==> config.mk <==
export PLATFORM = sky130hd
export DESIGN_NAME = ifx_interrupt_no_halt_exec
export DESIGN_NICKNAME = d
export VERILOG_FILES = /design/src/verilog/ifx_interrupt_no_halt_exec.v
export VERILOG_INCLUDE_DIRS = /design/src /design/src/verilog
export SDC_FILE = /design/constraint.sdc
export NUM_CORES = 1
export LEC_CHECK = 0
export BUFFER_PORTS_ARGS = -buffer_cell sky130_fd_sc_hd__buf_2
export CELL_PAD_IN_SITES_DETAIL_PLACEMENT = 1
export CELL_PAD_IN_SITES_GLOBAL_PLACEMENT = 1
export CORE_UTILIZATION = 40
export CTS_CLUSTER_SIZE = 24
export DETAILED_ROUTE_END_ITERATION = 6
export GPL_ROUTABILITY_DRIVEN = 0
export PLACE_DENSITY_LB_ADDON = 0.12
export SYNTH_ARGS = -nofsm -noshare
export SYNTH_HDL_FRONTEND = slang
export SYNTH_SLANG_ARGS = --single-unit
export TNS_END_PERCENT = 5
==> constraint.sdc <==
create_clock -name clk_sys -period 5.95 [get_ports clk_sys]
set_clock_uncertainty 0.05 [all_clocks]
set_input_delay 0.595 -clock clk_sys [delete_from_list [all_inputs] [get_ports clk_sys]]
set_output_delay 0.595 -clock clk_sys [all_outputs]
set_load 0.03 [all_outputs]
==> src/verilog/ifx_consts.vh <==
// constants for the interrupt-no-halt instruction executor
// assumes inclusion by bare name from verilog/ files
`ifndef IFX_CONSTS_VH
`define IFX_CONSTS_VH
`define IFX_TYPE_HI      31
`define IFX_TYPE_LO      30
`define IFX_TYPE_XFER    2'h2
`define IFX_OPC_HI       29
`define IFX_OPC_LO       27
`define IFX_OPC_INT      3'h3
`define IFX_PHASE_HI     26
`define IFX_PHASE_LO     24
`define IFX_BIT_CARRY    21
`define IFX_BIT_NOHALT   20
`define IFX_BIT_TRUE     19
`define IFX_BIT_CDATA    18
`define IFX_BIT_CPHASE   17
`define IFX_BIT_WAIT     16
`define IFX_MASK_HI      15
`define IFX_MASK_LO      8
`define IFX_DATA_HI      7
`define IFX_DATA_LO      0
`define IFX_PH_DOUT      3'h0
`define IFX_PH_DIN       3'h1
`define IFX_PH_CMD       3'h2
`define IFX_PH_STAT      3'h3
`define IFX_PH_RES4      3'h4
`define IFX_PH_RES5      3'h5
`define IFX_PH_MOUT      3'h6
`define IFX_PH_MIN       3'h7
`define IFX_ADDR_CMD     4'h0
`define IFX_ADDR_PTR     4'h1
`define IFX_ADDR_STAT    4'h2
`define IFX_ADDR_CTRL    4'h3
`define IFX_ST_IDLE      2'h0
`define IFX_ST_WAIT      2'h1
`define IFX_ST_EVAL      2'h2
`define IFX_ST_DONE      2'h3
`endif

==> src/verilog/ifx_interrupt_no_halt_exec.v <==
// executor of the interrupt-no-halt transfer control instruction
// assumes bus lines arrive asynchronous from pins, the rest on clk_sys
// Functional notes
// - wait qualifier holds evaluation until the bus request line is active
// - negation clears the true-sense bit, otherwise it is set
// - phase test compares msg, c/d, i/o lines; initiator mode only
// - attention test uses the initiator attention line; target mode only
// - carry test takes the outcome from the alu carry flag alone
// - phase codes 0..7 decode; codes 4 and 5 reserved unless dual-transition
// - transfer phases need select negated and busy asserted
// - no-halt flag set: true condition interrupts, processor keeps running
// - true-sense 0 acts on a false condition, 1 on a true one
// - compare-data bit enables data byte comparison against received byte
// - compare-phase bit enables phase or attention comparison
// - wait bit 0 compares at once, 1 waits for target request
// - set mask bits exclude last-byte positions from the data compare
// - data field checked for equality against the masked byte
// - interrupt value goes to pointer-save, overwritten by next fetch
// - match sets the status flag and raises the host interrupt request
// - no match: no interrupt, next instruction fetched
// - data compare uses the last-byte register contents
`timescale 1ns/10ps
`default_nettype none
`include "ifx_consts.vh"
module ifx_interrupt_no_halt_exec #(
	parameter DUAL_XFER = 1'b0
) (
	// clock and reset
	input  wire        clk_sys,
	input  wire        rst,
	// instruction issue from the fetch unit
	input  wire        instrValid,
	input  wire [31:0] instrWord,
	input  wire [31:0] instrValue,
	// processor state
	input  wire        initiatorMode,
	input  wire        aluCarry,
	input  wire [7:0]  last_byte_reg,
	input  wire        fetchWrite,
	input  wire [31:0] fetchWord,
	// bus lines, active high, asynchronous
	input  wire        busMsg,
	input  wire        busCd,
	input  wire        busIo,
	input  wire        busSel,
	input  wire        busBsy,
	input  wire        bus_request_line,
	input  wire        attention_line,
	// register port
	input  wire [3:0]  regAddr,
	input  wire [31:0] regWrData,
	input  wire        regWr,
	input  wire        regRd,
	output reg  [31:0] regRdData,
	// results
	output reg         hostIrq,
	output reg         instrDone,
	output reg         haltReq,
	output reg         phaseReserved
);
	reg  [1:0]  state;
	reg  [1:0]  next_state;
	reg  [31:0] command_byte_reg;
	reg  [31:0] pointer_save_reg;
	reg         interrupt_status_reg;
	reg         irqEnable;
	reg  [6:0]  syncA;
	reg  [6:0]  syncB;
	wire        reqS  = syncB[0];
	wire        atnS  = syncB[1];
	wire [2:0]  phS   = syncB[4:2];
	wire        selS  = syncB[5];
	wire        bsyS  = syncB[6];
	// field decode
	wire isOp = (instrWord[`IFX_TYPE_HI:`IFX_TYPE_LO] == `IFX_TYPE_XFER) &&
		(instrWord[`IFX_OPC_HI:`IFX_OPC_LO] == `IFX_OPC_INT);
	wire [2:0] fPhase = command_byte_reg[`IFX_PHASE_HI:`IFX_PHASE_LO];
	wire fCarry  = command_byte_reg[`IFX_BIT_CARRY];
	wire fNoHalt = command_byte_reg[`IFX_BIT_NOHALT];
	wire fTrue   = command_byte_reg[`IFX_BIT_TRUE];
	wire fCData  = command_byte_reg[`IFX_BIT_CDATA];
	wire fCPhase = command_byte_reg[`IFX_BIT_CPHASE];
	wire fWait   = command_byte_reg[`IFX_BIT_WAIT];
	wire [7:0] fMask = command_byte_reg[`IFX_MASK_HI:`IFX_MASK_LO];
	wire [7:0] fData = command_byte_reg[`IFX_DATA_HI:`IFX_DATA_LO];
	// condition evaluation
	wire xferPhase = ~selS & bsyS;
	wire phaseHit  = initiatorMode ? (xferPhase && (phS == fPhase))
		: atnS;
	wire dataHit   = ((last_byte_reg | fMask) == (fData | fMask));
	wire cond      = fCarry ? aluCarry :
		((~fCPhase | phaseHit) & (~fCData | dataHit));
	wire act       = (cond == fTrue);
	wire resvCode  = ~DUAL_XFER &&
		((phS == `IFX_PH_RES4) || (phS == `IFX_PH_RES5));
	// synchronise bus lines
	always @(posedge clk_sys or posedge rst) begin
		if (rst) begin
			syncA <= 7'h00;
			syncB <= 7'h00;
		end else begin
			syncA <= {busBsy, busSel, busMsg, busCd, busIo,
				attention_line, bus_request_line};
			syncB <= syncA;
		end
	end
	// sequencer
	always @* begin
		next_state = state;
		case (state)
		`IFX_ST_IDLE: begin
			if (instrValid && isOp)
				next_state = instrWord[`IFX_BIT_WAIT] ? `IFX_ST_WAIT
					: `IFX_ST_EVAL;
		end
		`IFX_ST_WAIT: begin
			if (reqS)
				next_state = `IFX_ST_EVAL;
		end
		`IFX_ST_EVAL: next_state = `IFX_ST_DONE;
		`IFX_ST_DONE: next_state = `IFX_ST_IDLE;
		default: next_state = `IFX_ST_IDLE;
		endcase
	end
	always @(posedge clk_sys or posedge rst) begin
		if (rst) begin
			state <= `IFX_ST_IDLE;
			command_byte_reg <= 32'h00000000;
			pointer_save_reg <= 32'h00000000;
			interrupt_status_reg <= 1'b0;
			irqEnable <= 1'b0;
			hostIrq <= 1'b0;
			instrDone <= 1'b0;
			haltReq <= 1'b0;
			phaseReserved <= 1'b0;
			regRdData <= 32'h00000000;
		end else begin
			state <= next_state;
			instrDone <= 1'b0;
			haltReq <= 1'b0;
			if (state == `IFX_ST_IDLE && instrValid && isOp) begin
				command_byte_reg <= instrWord;
				pointer_save_reg <= instrValue;
			end else if (fetchWrite) begin
				pointer_save_reg <= fetchWord;
			end
			if (state == `IFX_ST_EVAL) begin
				instrDone <= 1'b1;
				haltReq <= act & ~fNoHalt;
				phaseReserved <= fCPhase & resvCode;
			end
			// set wins over software clear
			if (state == `IFX_ST_EVAL && act)
				interrupt_status_reg <= 1'b1;
			else if (regWr && regAddr == `IFX_ADDR_STAT && regWrData[0])
				interrupt_status_reg <= 1'b0;
			if (regWr && regAddr == `IFX_ADDR_CTRL)
				irqEnable <= regWrData[0];
			hostIrq <= irqEnable & (interrupt_status_reg |
				(state == `IFX_ST_EVAL && act));
			if (regRd) begin
				case (regAddr)
				`IFX_ADDR_CMD:  regRdData <= command_byte_reg;
				`IFX_ADDR_PTR:  regRdData <= pointer_save_reg;
				`IFX_ADDR_STAT: regRdData <= {30'h00000000,
					state != `IFX_ST_IDLE, interrupt_status_reg};
				`IFX_ADDR_CTRL: regRdData <= {31'h00000000, irqEnable};
				default:        regRdData <= 32'h00000000;
				endcase
			end else begin
				regRdData <= 32'h00000000;
			end
		end
	end
endmodule // ifx_interrupt_no_halt_exec
`default_nettype wire
==> reports/qor.txt, run 1 <==
# rows -> 39
# resized after CTS -> 0
Horiz. Die Dim -> 112 um
Max-slew violation count -> 0
FF/Latch Area -> 2950 um2
Most frequent cells in the layout -> buf_2 (159), dfrtp_1 (118), nor2_1 (67)
Worst vdd ir -> 0.169 mV
TritonCTS Sinks -> 118
# IOs -> 191
Setup crit end kind -> flop
Outcome -> finished with violations
Initial antenna violation count -> 0
Antenna-violating nets left -> 0
Final setup vio count -> 0
Global route overflow -> 0
# port buffers -> 159
Slew @ Worst Pin -> 1.10 ns
Slew headroom -> 26.7%
Synth warn -> 0
CP Launch Type -> flop
Worst Path Max Fanout -> 85
Distinct cells, synth -> 39
Post-synth EDFFs -> 0
Setup TNS Final -> 0 ns
Multi-input logic area -> 1750 um2
Share of cells above drive strength 1 -> 35.4%
Diode count -> 0
Register area share after synthesis -> 61.1%
Placed cell areas -> 5760 um2
Vias/cell -> 5.10
Tot GR Track Use -> 21.7%
Die height -> 112 um
RSZ-0062 raised after global routing -> false
1st-iter DRT viols -> 109
Worst Hold Class -> input port to flop
CTS Buf Count -> 17
Core footprint -> 11,600 um2
Pleak -> 0.00321 uW
H-tree Lvls -> 4
DR WL/cell -> 17.4 um
CTS tree -> done
DRC violations left -> 11
Clk_lat worst skew -> 0.41 ns
Max-cap violation count -> 0
Clk buf depth -> 2
Syn Area/Cell -> 12.0 um2
Top_reg_cell synth -> dfrtp_1
Min Tclk post-route -> 2.49 ns
Clock root buffer -> clkbuf_16
FILL cells -> 1,311
Critical path class -> flop to flop
Critical Path AT -> 2.73 ns
Routed wire length -> 12,400 um
Synthesis-stage register bit count -> 118
Largest net degree at the start of global routing -> 86
Fin area -> 6270 um2
Die area -> 12,500 um2
Failing checks -> DRC
Hold Fails Final Rpt -> 0
Tcrit/Tclk final -> 41.9%
Mapped Cells -> 402
Area growth from synthesis to layout -> 29.8%
Drt first pass iters -> 6
Async set or reset register ratio after synthesis -> 100%
Post-CTS setup buffers -> 0
Post-Syn Nets -> 560
DPL Wire Length -> 8380 um
Detailed-route via count -> 3,659
# hold bufs at CTS -> 0
Synthesized cell area -> 4830 um2
PwrDens -> 352 nW/um2
Vias in the first global route -> 3,950
Final #Nets -> 719
Commonest non-fill, non-tap cell in the layout -> buf_2
First-pass GRT wire length -> 20,300 um
Clk slew on worst S/H paths -> 0.05 ns
Initial Util -> 41.6%
CP required -> 6.18 ns
Peak Freq -> 401 MHz
[critical path, cell delays in order (launching register included)]
cell and delay [ns]:
dfrtp_1 0.37, inv_1 0.07, ha_1 0.27, nand4_1 0.35
buf_4 0.81, mux2_1 0.40
[final timing paths]
check	startpoint	to	slack, ns	cells past startpoint
min in group asynchronous	rst	pointer_save_reg[21]	0.37	2
min	busMsg	syncA[4]	0.24	1
max in group asynchronous	rst	phaseReserved	4.42	3
min reg2reg	syncA[6]	syncB[6]	0.30	0
max	state[0]	command_byte_reg[8]	3.46	5
max reg2reg	state[0]	command_byte_reg[8]	3.46	5
[cell type report]
class / instances / area share [%]
Sequential cell: 118 / 47.1
Multi-Input combinational cell: 249 / 27.9
Timing Repair Buffer: 164 / 13.3
Clock buffer: 28 / 7.92
Tap cell: 143 / 2.85
Inverter: 11 / 0.698
Clock inverter: 4 / 0.319
[synthesized netlist by cell type, types with 2 or more instances]
cell,n,share of area [%]
a21oi_1,36,3.7
a22oi_1,30,4.7
and2_1,2,0.26
buf_1,3,0.23
buf_2,15,1.6
clkbuf_1,6,0.47
dfrtp_1,118,61
ha_1,3,0.78
inv_1,11,0.85
mux2_1,19,4.4
mux2_2,9,2.1
mux2i_1,34,7.0
nand2_1,4,0.31
nand2b_1,3,0.39
nand4_1,2,0.26
nor2_1,67,5.2
nor4_1,2,0.26
o21ai_0,4,0.41
o22ai_1,4,0.52
or2b_1,2,0.31
xnor2_1,8,1.4
xor2_1,3,0.54
[cells by family after synthesis]
kind of cell	Yosys count	share of synthesized area [%]
xor gates and xnor gates	11	1.99
buffers and inverters	35	3.11
DFF	118	61.1
adders and majority gates	3	0.777
and+or+nand+nor	90	8.52
AOI/OAI and AO/OA	83	11.0
muxes	62	13.6
[through the flow]
step	utilization (%)	power, uW	worst slack, ns	hold WS [ns]	cells
floorplan	-	1200	2.18	0.281	402
global placement	49.6	1310	3.29	0.285	685
detailed placement	49.6	1340	3.25	0.287	685
CTS	54.0	2240	3.43	0.224	717
global route	54.0	2320	3.25	0.223	717
finish	54.0	2210	3.46	0.240	717
[power breakdown]
part	switching [uW]	total (uW)	internal, uW
clock	331	892	561
combinational	175	329	154
sequential	77.2	990	913
total	583	2210	1630
[metal layers]
| metal | global-route usage, % | vias to the layer above | part of all wire, % |
|---|---|---|---|
| met2 | 35.4 | 112 | 50 |
| met4 | 8.29 | 0 | 1.7 |
| met1 | 27.0 | 1797 | 43 |
| met5 | 0 | - | 0 |
| met3 | 6.59 | 18 | 5.5 |
| li1 | - | 1732 | - |
Note: power is estimated with default switching activity, not from simulation.
==> inputs of run 2 (changes only) <==
- CORE_UTILIZATION: 40 -> 33
- clock period: 5.95 -> 2.24 ns (I/O delays scaled with it)
==> run 2 against run 1 <==
Compared with the run above:
- the flow now finishes without violations
- critical path type unchanged
- combinational power increased to 3.0 times the previous value
- highest routed layer is now met5
- routed wire length increased by 11%
- sequential share of layout area decreased by 5.2 points
- cell count increased by 13%
==> reports/qor.txt, run 2 (same netlist as run 1, synthesis figures left out) <==
H-tree Lvls -> 4
Drt first pass iters -> 4
TritonCTS Sinks -> 118
Vias/cell -> 4.85
Initial Util -> 34.3%
Max-slew violation count -> 0
# IOs -> 191
Global route overflow -> 0
Min Tclk post-route -> 1.96 ns
Most frequent cells in the layout -> buf_2 (159), dfrtp_1 (118), nor2_1 (67)
Hold Fails Final Rpt -> 0
Critical Path Sink -> hostIrq
DRC violations left -> 0
Crit path from -> command_byte_reg[2]
Die area -> 15,100 um2
Tcrit/Tclk final -> 87.7%
Crit path cell chain -> xnor2_1 -> o22ai_1 -> nor4_1 -> buf_4 -> o2111ai_1 -> a31oi_2
DPL Wire Length -> 9280 um
PwrDens -> 947 nW/um2
CP max stage delay -> 0.47 ns
Clk slew on worst S/H paths -> 0.05 ns
Setup crit end kind -> flop
Commonest non-fill, non-tap cell in the layout -> buf_2
Slew headroom -> 58.1%
Pleak -> 0.00353 uW
CP Launch Type -> flop
Largest net degree at the start of global routing -> 50
Worst hold start -> instrValue[7]
Diode count -> 0
Clk_lat worst skew -> 0.41 ns
Core footprint -> 14,100 um2
FF-to-FF End -> hostIrq
Detailed-route via count -> 3,911
DR WL/cell -> 17.1 um
R2r setup slk -> 0.28 ns
Max-cap violation count -> 0
# rows -> 43
Fin cells -> 807
Outcome -> finished, final reports clean
1st-iter DRT viols -> 182
Critical path's slowest cell -> nor4_1
Clock root buffer -> clkbuf_16
Peak Freq -> 509 MHz
Worst Hold Class -> input port to flop
Final #Nets -> 774
First-pass GRT wire length -> 21,700 um
Share of cells above drive strength 1 -> 34.3%
Initial antenna violation count -> 1
Tot GR Track Use -> 19.6%
Placed cell areas -> 5930 um2
# port buffers -> 159
Worst r2r path cells -> 6
Antenna-violating nets left -> 0
Post-CTS setup buffers -> 0
CTS Buf Count -> 17
Area growth from synthesis to layout -> 46.0%
Final setup vio count -> 0
Critical Path AT -> 2.25 ns
Dpl cells -> 730
CTS tree -> done
Worst slack, placed -> 0.253 ns
Setup TNS Final -> 0 ns
RSZ-0062 raised after global routing -> false
Worst Path Max Fanout -> 3
Die height -> 123 um
Critical path class -> flop to flop
Tot Pwr -> 6680 uW
Worst vdd ir -> 0.560 mV
Slew @ Worst Pin -> 0.627 ns
Vias in the first global route -> 4,217
Worst r2r src -> command_byte_reg[2]
CP required -> 2.53 ns
Routed wire length -> 13,800 um
Final Worst Setup Slack -> 0.276 ns
Horiz. Die Dim -> 123 um
Clk buf depth -> 2
Fin area -> 7060 um2
==> run 2: cell types whose count changed in the layout (fill, tap and decap cells not counted) <==
cell and delta:
buf_12 +5, buf_4 +3, bufinv_16 +6, clkbuf_1 -6, clkbuf_8 -1, clkinv_2 -2, clkinv_4 +1, clkinvlp_4 +1
dlygate4sd3_1 +47, inv_4 -1
==> run 2: where the power goes <==
part	leakage (uW)	internal [uW]	switching, uW
clock network	0.000323	2130	948
registers	0.00151	2420	208
logic	0.00170	486	489
total	0.00353	5040	1650
==> run 2: what timing repair did <==
item | in CTS | in global routing
hold endpoints to repair | 69 | 0
gates resized for setup | 0 | 0
hold buffers | 47 | 0
==> run 2: worst min path at each step <==
stage / end / slack, ns / cells past startpoint
after floorplan: syncA[0] / 0.21 / 0
after global placement: regRdData[14] / 0.28 / 2
after detailed placement: syncA[2] / 0.29 / 1
after CTS: pointer_save_reg[31] / 0.0002 / 3
after global routing: pointer_save_reg[15] / 0.002 / 3
final: pointer_save_reg[7] / 0.01 / 3
==> run 2: critical path, delay by kind of cell (launching register included) <==
family,cells,cell delay [ns]
AOI/OAI and AO/OA,3,0.53
and+or+nand+nor,1,0.47
DFF,1,0.43
xor gates and xnor gates,1,0.20
buffers and inverters,1,0.20
==> run 2: routing by layer <==
metal  part of all wire, %  track usage [%]
met1                    43             23.9
met2                    51             33.1
met3                   5.1             4.84
met4                   1.6             8.28
met5                 0.072                0
==> run 2: per-stage QoR <==
stage,hold WS [ns],util [%]
floorplan,0.205,-
finish,0.0130,50.1
CTS,0.000171,50.1
global route,0.00231,50.1
detailed placement,0.285,42.0
global placement,0.283,42.0
==> run 2: area by class of cell <==
| type | count | area [um2] |
|---|---|---|
| clock inverter | 9 | 199 |
| sequential | 118 | 2950 |
| timing repair buffer | 219 | 1430 |
| fill | 1547 | 7040 |
| multi-input combinational | 249 | 1750 |
| clock buffer | 21 | 460 |
| inverter | 11 | 45.0 |
| tap | 180 | 225 |
==> inputs of run 3 (changes only) <==
- clock period: 2.24 -> 1.7 ns (I/O delays scaled with it)
==> run 3 against run 2 <==
Compared with the run above:
- sequential power rose by 32%
- combinational power up 60%
- core utilization is 2.6 points higher
- via count rose by 4.1%
- worst hold slack lost 0.0044 ns
==> reports/qor.txt, run 3 (same netlist as run 1, synthesis figures left out) <==
GR peak layer -> met2
Die height -> 123 um
CP required -> 1.93 ns
Detailed-route via count -> 4,071
CTS Buf Count -> 17
Fin area -> 7420 um2
Worst vdd ir -> 0.705 mV
Final setup vio count -> 0
Setup TNS Final -> 0 ns
Critical Path AT -> 1.91 ns
DR WL/cell -> 17.7 um
Worst Hold Class -> input port to flop
Placed cell areas -> 5990 um2
Initial antenna violation count -> 1
Diode count -> 0
Die area -> 15,100 um2
WP buf/inv -> 1
Vias in the first global route -> 4,466
Pleak -> 0.00367 uW
Met3 GRT Util -> 6.13%
Met2 Track Usage GR -> 36.9%
Initial Util -> 34.3%
Clock root buffer -> clkbuf_16
PwrDens -> 1150 nW/um2
CTS tree -> done
Vias/cell -> 4.81
DRC violations left -> 0
Core footprint -> 14,100 um2
FILL cells -> 1,498
Global route overflow -> 0
Most frequent cells in the layout -> buf_2 (159), dfrtp_1 (118), dlygate4sd3_1 (70)
# IOs -> 191
DPL Wire Length -> 9440 um
Drt first pass iters -> 4
Min Tclk post-route -> 1.68 ns
Clk slew on worst S/H paths -> 0.06 ns
Final #Nets -> 811
Area growth from synthesis to layout -> 53.6%
Largest net degree at the start of global routing -> 76
Outcome -> finished, final reports clean
Critical path's slowest cell -> dfrtp_1
H-tree Lvls -> 4
# rows -> 43
RSZ-0062 raised after global routing -> true
First-pass GRT wire length -> 22,900 um
Tcrit/Tclk final -> 99.0%
Slew headroom -> 71.2%
1st-iter DRT viols -> 115
Clk_lat worst skew -> 0.41 ns
Tot Pwr -> 8560 uW
Dpl cells -> 738
Critical path class -> flop to flop
Routed wire length -> 14,900 um
Worst Hold Slack -> 0.00867 ns
Commonest non-fill, non-tap cell in the layout -> buf_2
Share of cells above drive strength 1 -> 36.8%
CP Launch Type -> flop
Max-cap violation count -> 0
Slew @ Worst Pin -> 0.431 ns
Critical path's top delay family -> flip-flops
Setup crit end kind -> flop
CP max stage delay -> 0.41 ns
Met1 usage -> 23.6%
# port buffers -> 159
Hold Fails Final Rpt -> 0
Peak Freq -> 594 MHz
TritonCTS Sinks -> 118
Max-slew violation count -> 0
Worst Path Max Fanout -> 3
Crit path cell chain -> xnor2_1 -> o22ai_2 -> nor4_4 -> buf_4 -> o32a_2 -> o211ai_1
Tot GR Track Use -> 20.7%
Antenna-violating nets left -> 0
Horiz. Die Dim -> 123 um
Fin cells -> 846
Clk buf depth -> 2
-- run 3: changes by cell type in the layout (fill, tap and decap cells not counted), sizes merged --
cell / delta
dlygate4sd3: +23
buf: +14
clkinvlp: +7
bufinv: -4
clkbuf: -3
inv: +2
-- run 3: path summary, 6_finish.rpt --
path	end	from	cells after the start	slack (ns)
min in group asynchronous	regRdData[14]	rst	4	0.35
worst min register to register	syncB[1]	syncA[1]	0	0.30
max in group asynchronous	pointer_save_reg[2]	rst	4	0.85
worst max register to register	interrupt_status_reg	command_byte_reg[2]	6	0.02
worst min-delay path	pointer_save_reg[15]	instrValue[15]	3	0.009
worst max-delay path	interrupt_status_reg	command_byte_reg[2]	6	0.02
-- run 3: timing repair --
item                                   CTS  global route
pin swaps                                9             7
resized for setup                        8             8
endpoints found under the hold margin  183             0
setup buffers                            4             2
setup endpoints to repair                5            15
hold buffers                            70             0
-- run 3: metrics by stage --
stage | utilization [%] | worst slack [ns]
2_1_floorplan | - | 0.0386
3_3_place_gp | 42.5 | -0.264
3_5_place_dp | 42.5 | -0.212
4_1_cts | 52.2 | -0.0188
5_1_grt | 52.7 | -0.0748
6_report | 52.7 | 0.0164
-- run 3: per-layer routing --
| layer | wire [um] | vias up |
|---|---|---|
| met1 | 5950 | 2033 |
| met2 | 8000 | 112 |
| li1 | - | 1910 |
| met3 | 771 | 14 |
| met4 | 208 | 2 |
| met5 | 10 | - |
-- run 3: worst min-delay path: stages --
cell,delay [ns]
buf_2,0.08
nor2_1,0.04
a21oi_1,0.13
-- run 3: layout make-up --
type / count / area (um2) / share of cell area [%]
flip-flops and latches: 118 / 2950 / 39.8
multi-input cells: 249 / 1840 / 24.7
repair buffers: 256 / 1770 / 23.9
clock buffers: 18 / 439 / 5.92
well taps: 180 / 225 / 3.03
clock inverters: 14 / 153 / 2.06
inverters: 11 / 45.0 / 0.607
-- run 3: where the power goes --
| part | leakage [uW] | internal, uW | switching [uW] |
|---|---|---|---|
| clock | 0.000267 | 2200 | 1340 |
| combinational | 0.00189 | 805 | 751 |
| sequential | 0.00151 | 3190 | 274 |
| total | 0.00367 | 6200 | 2360 |
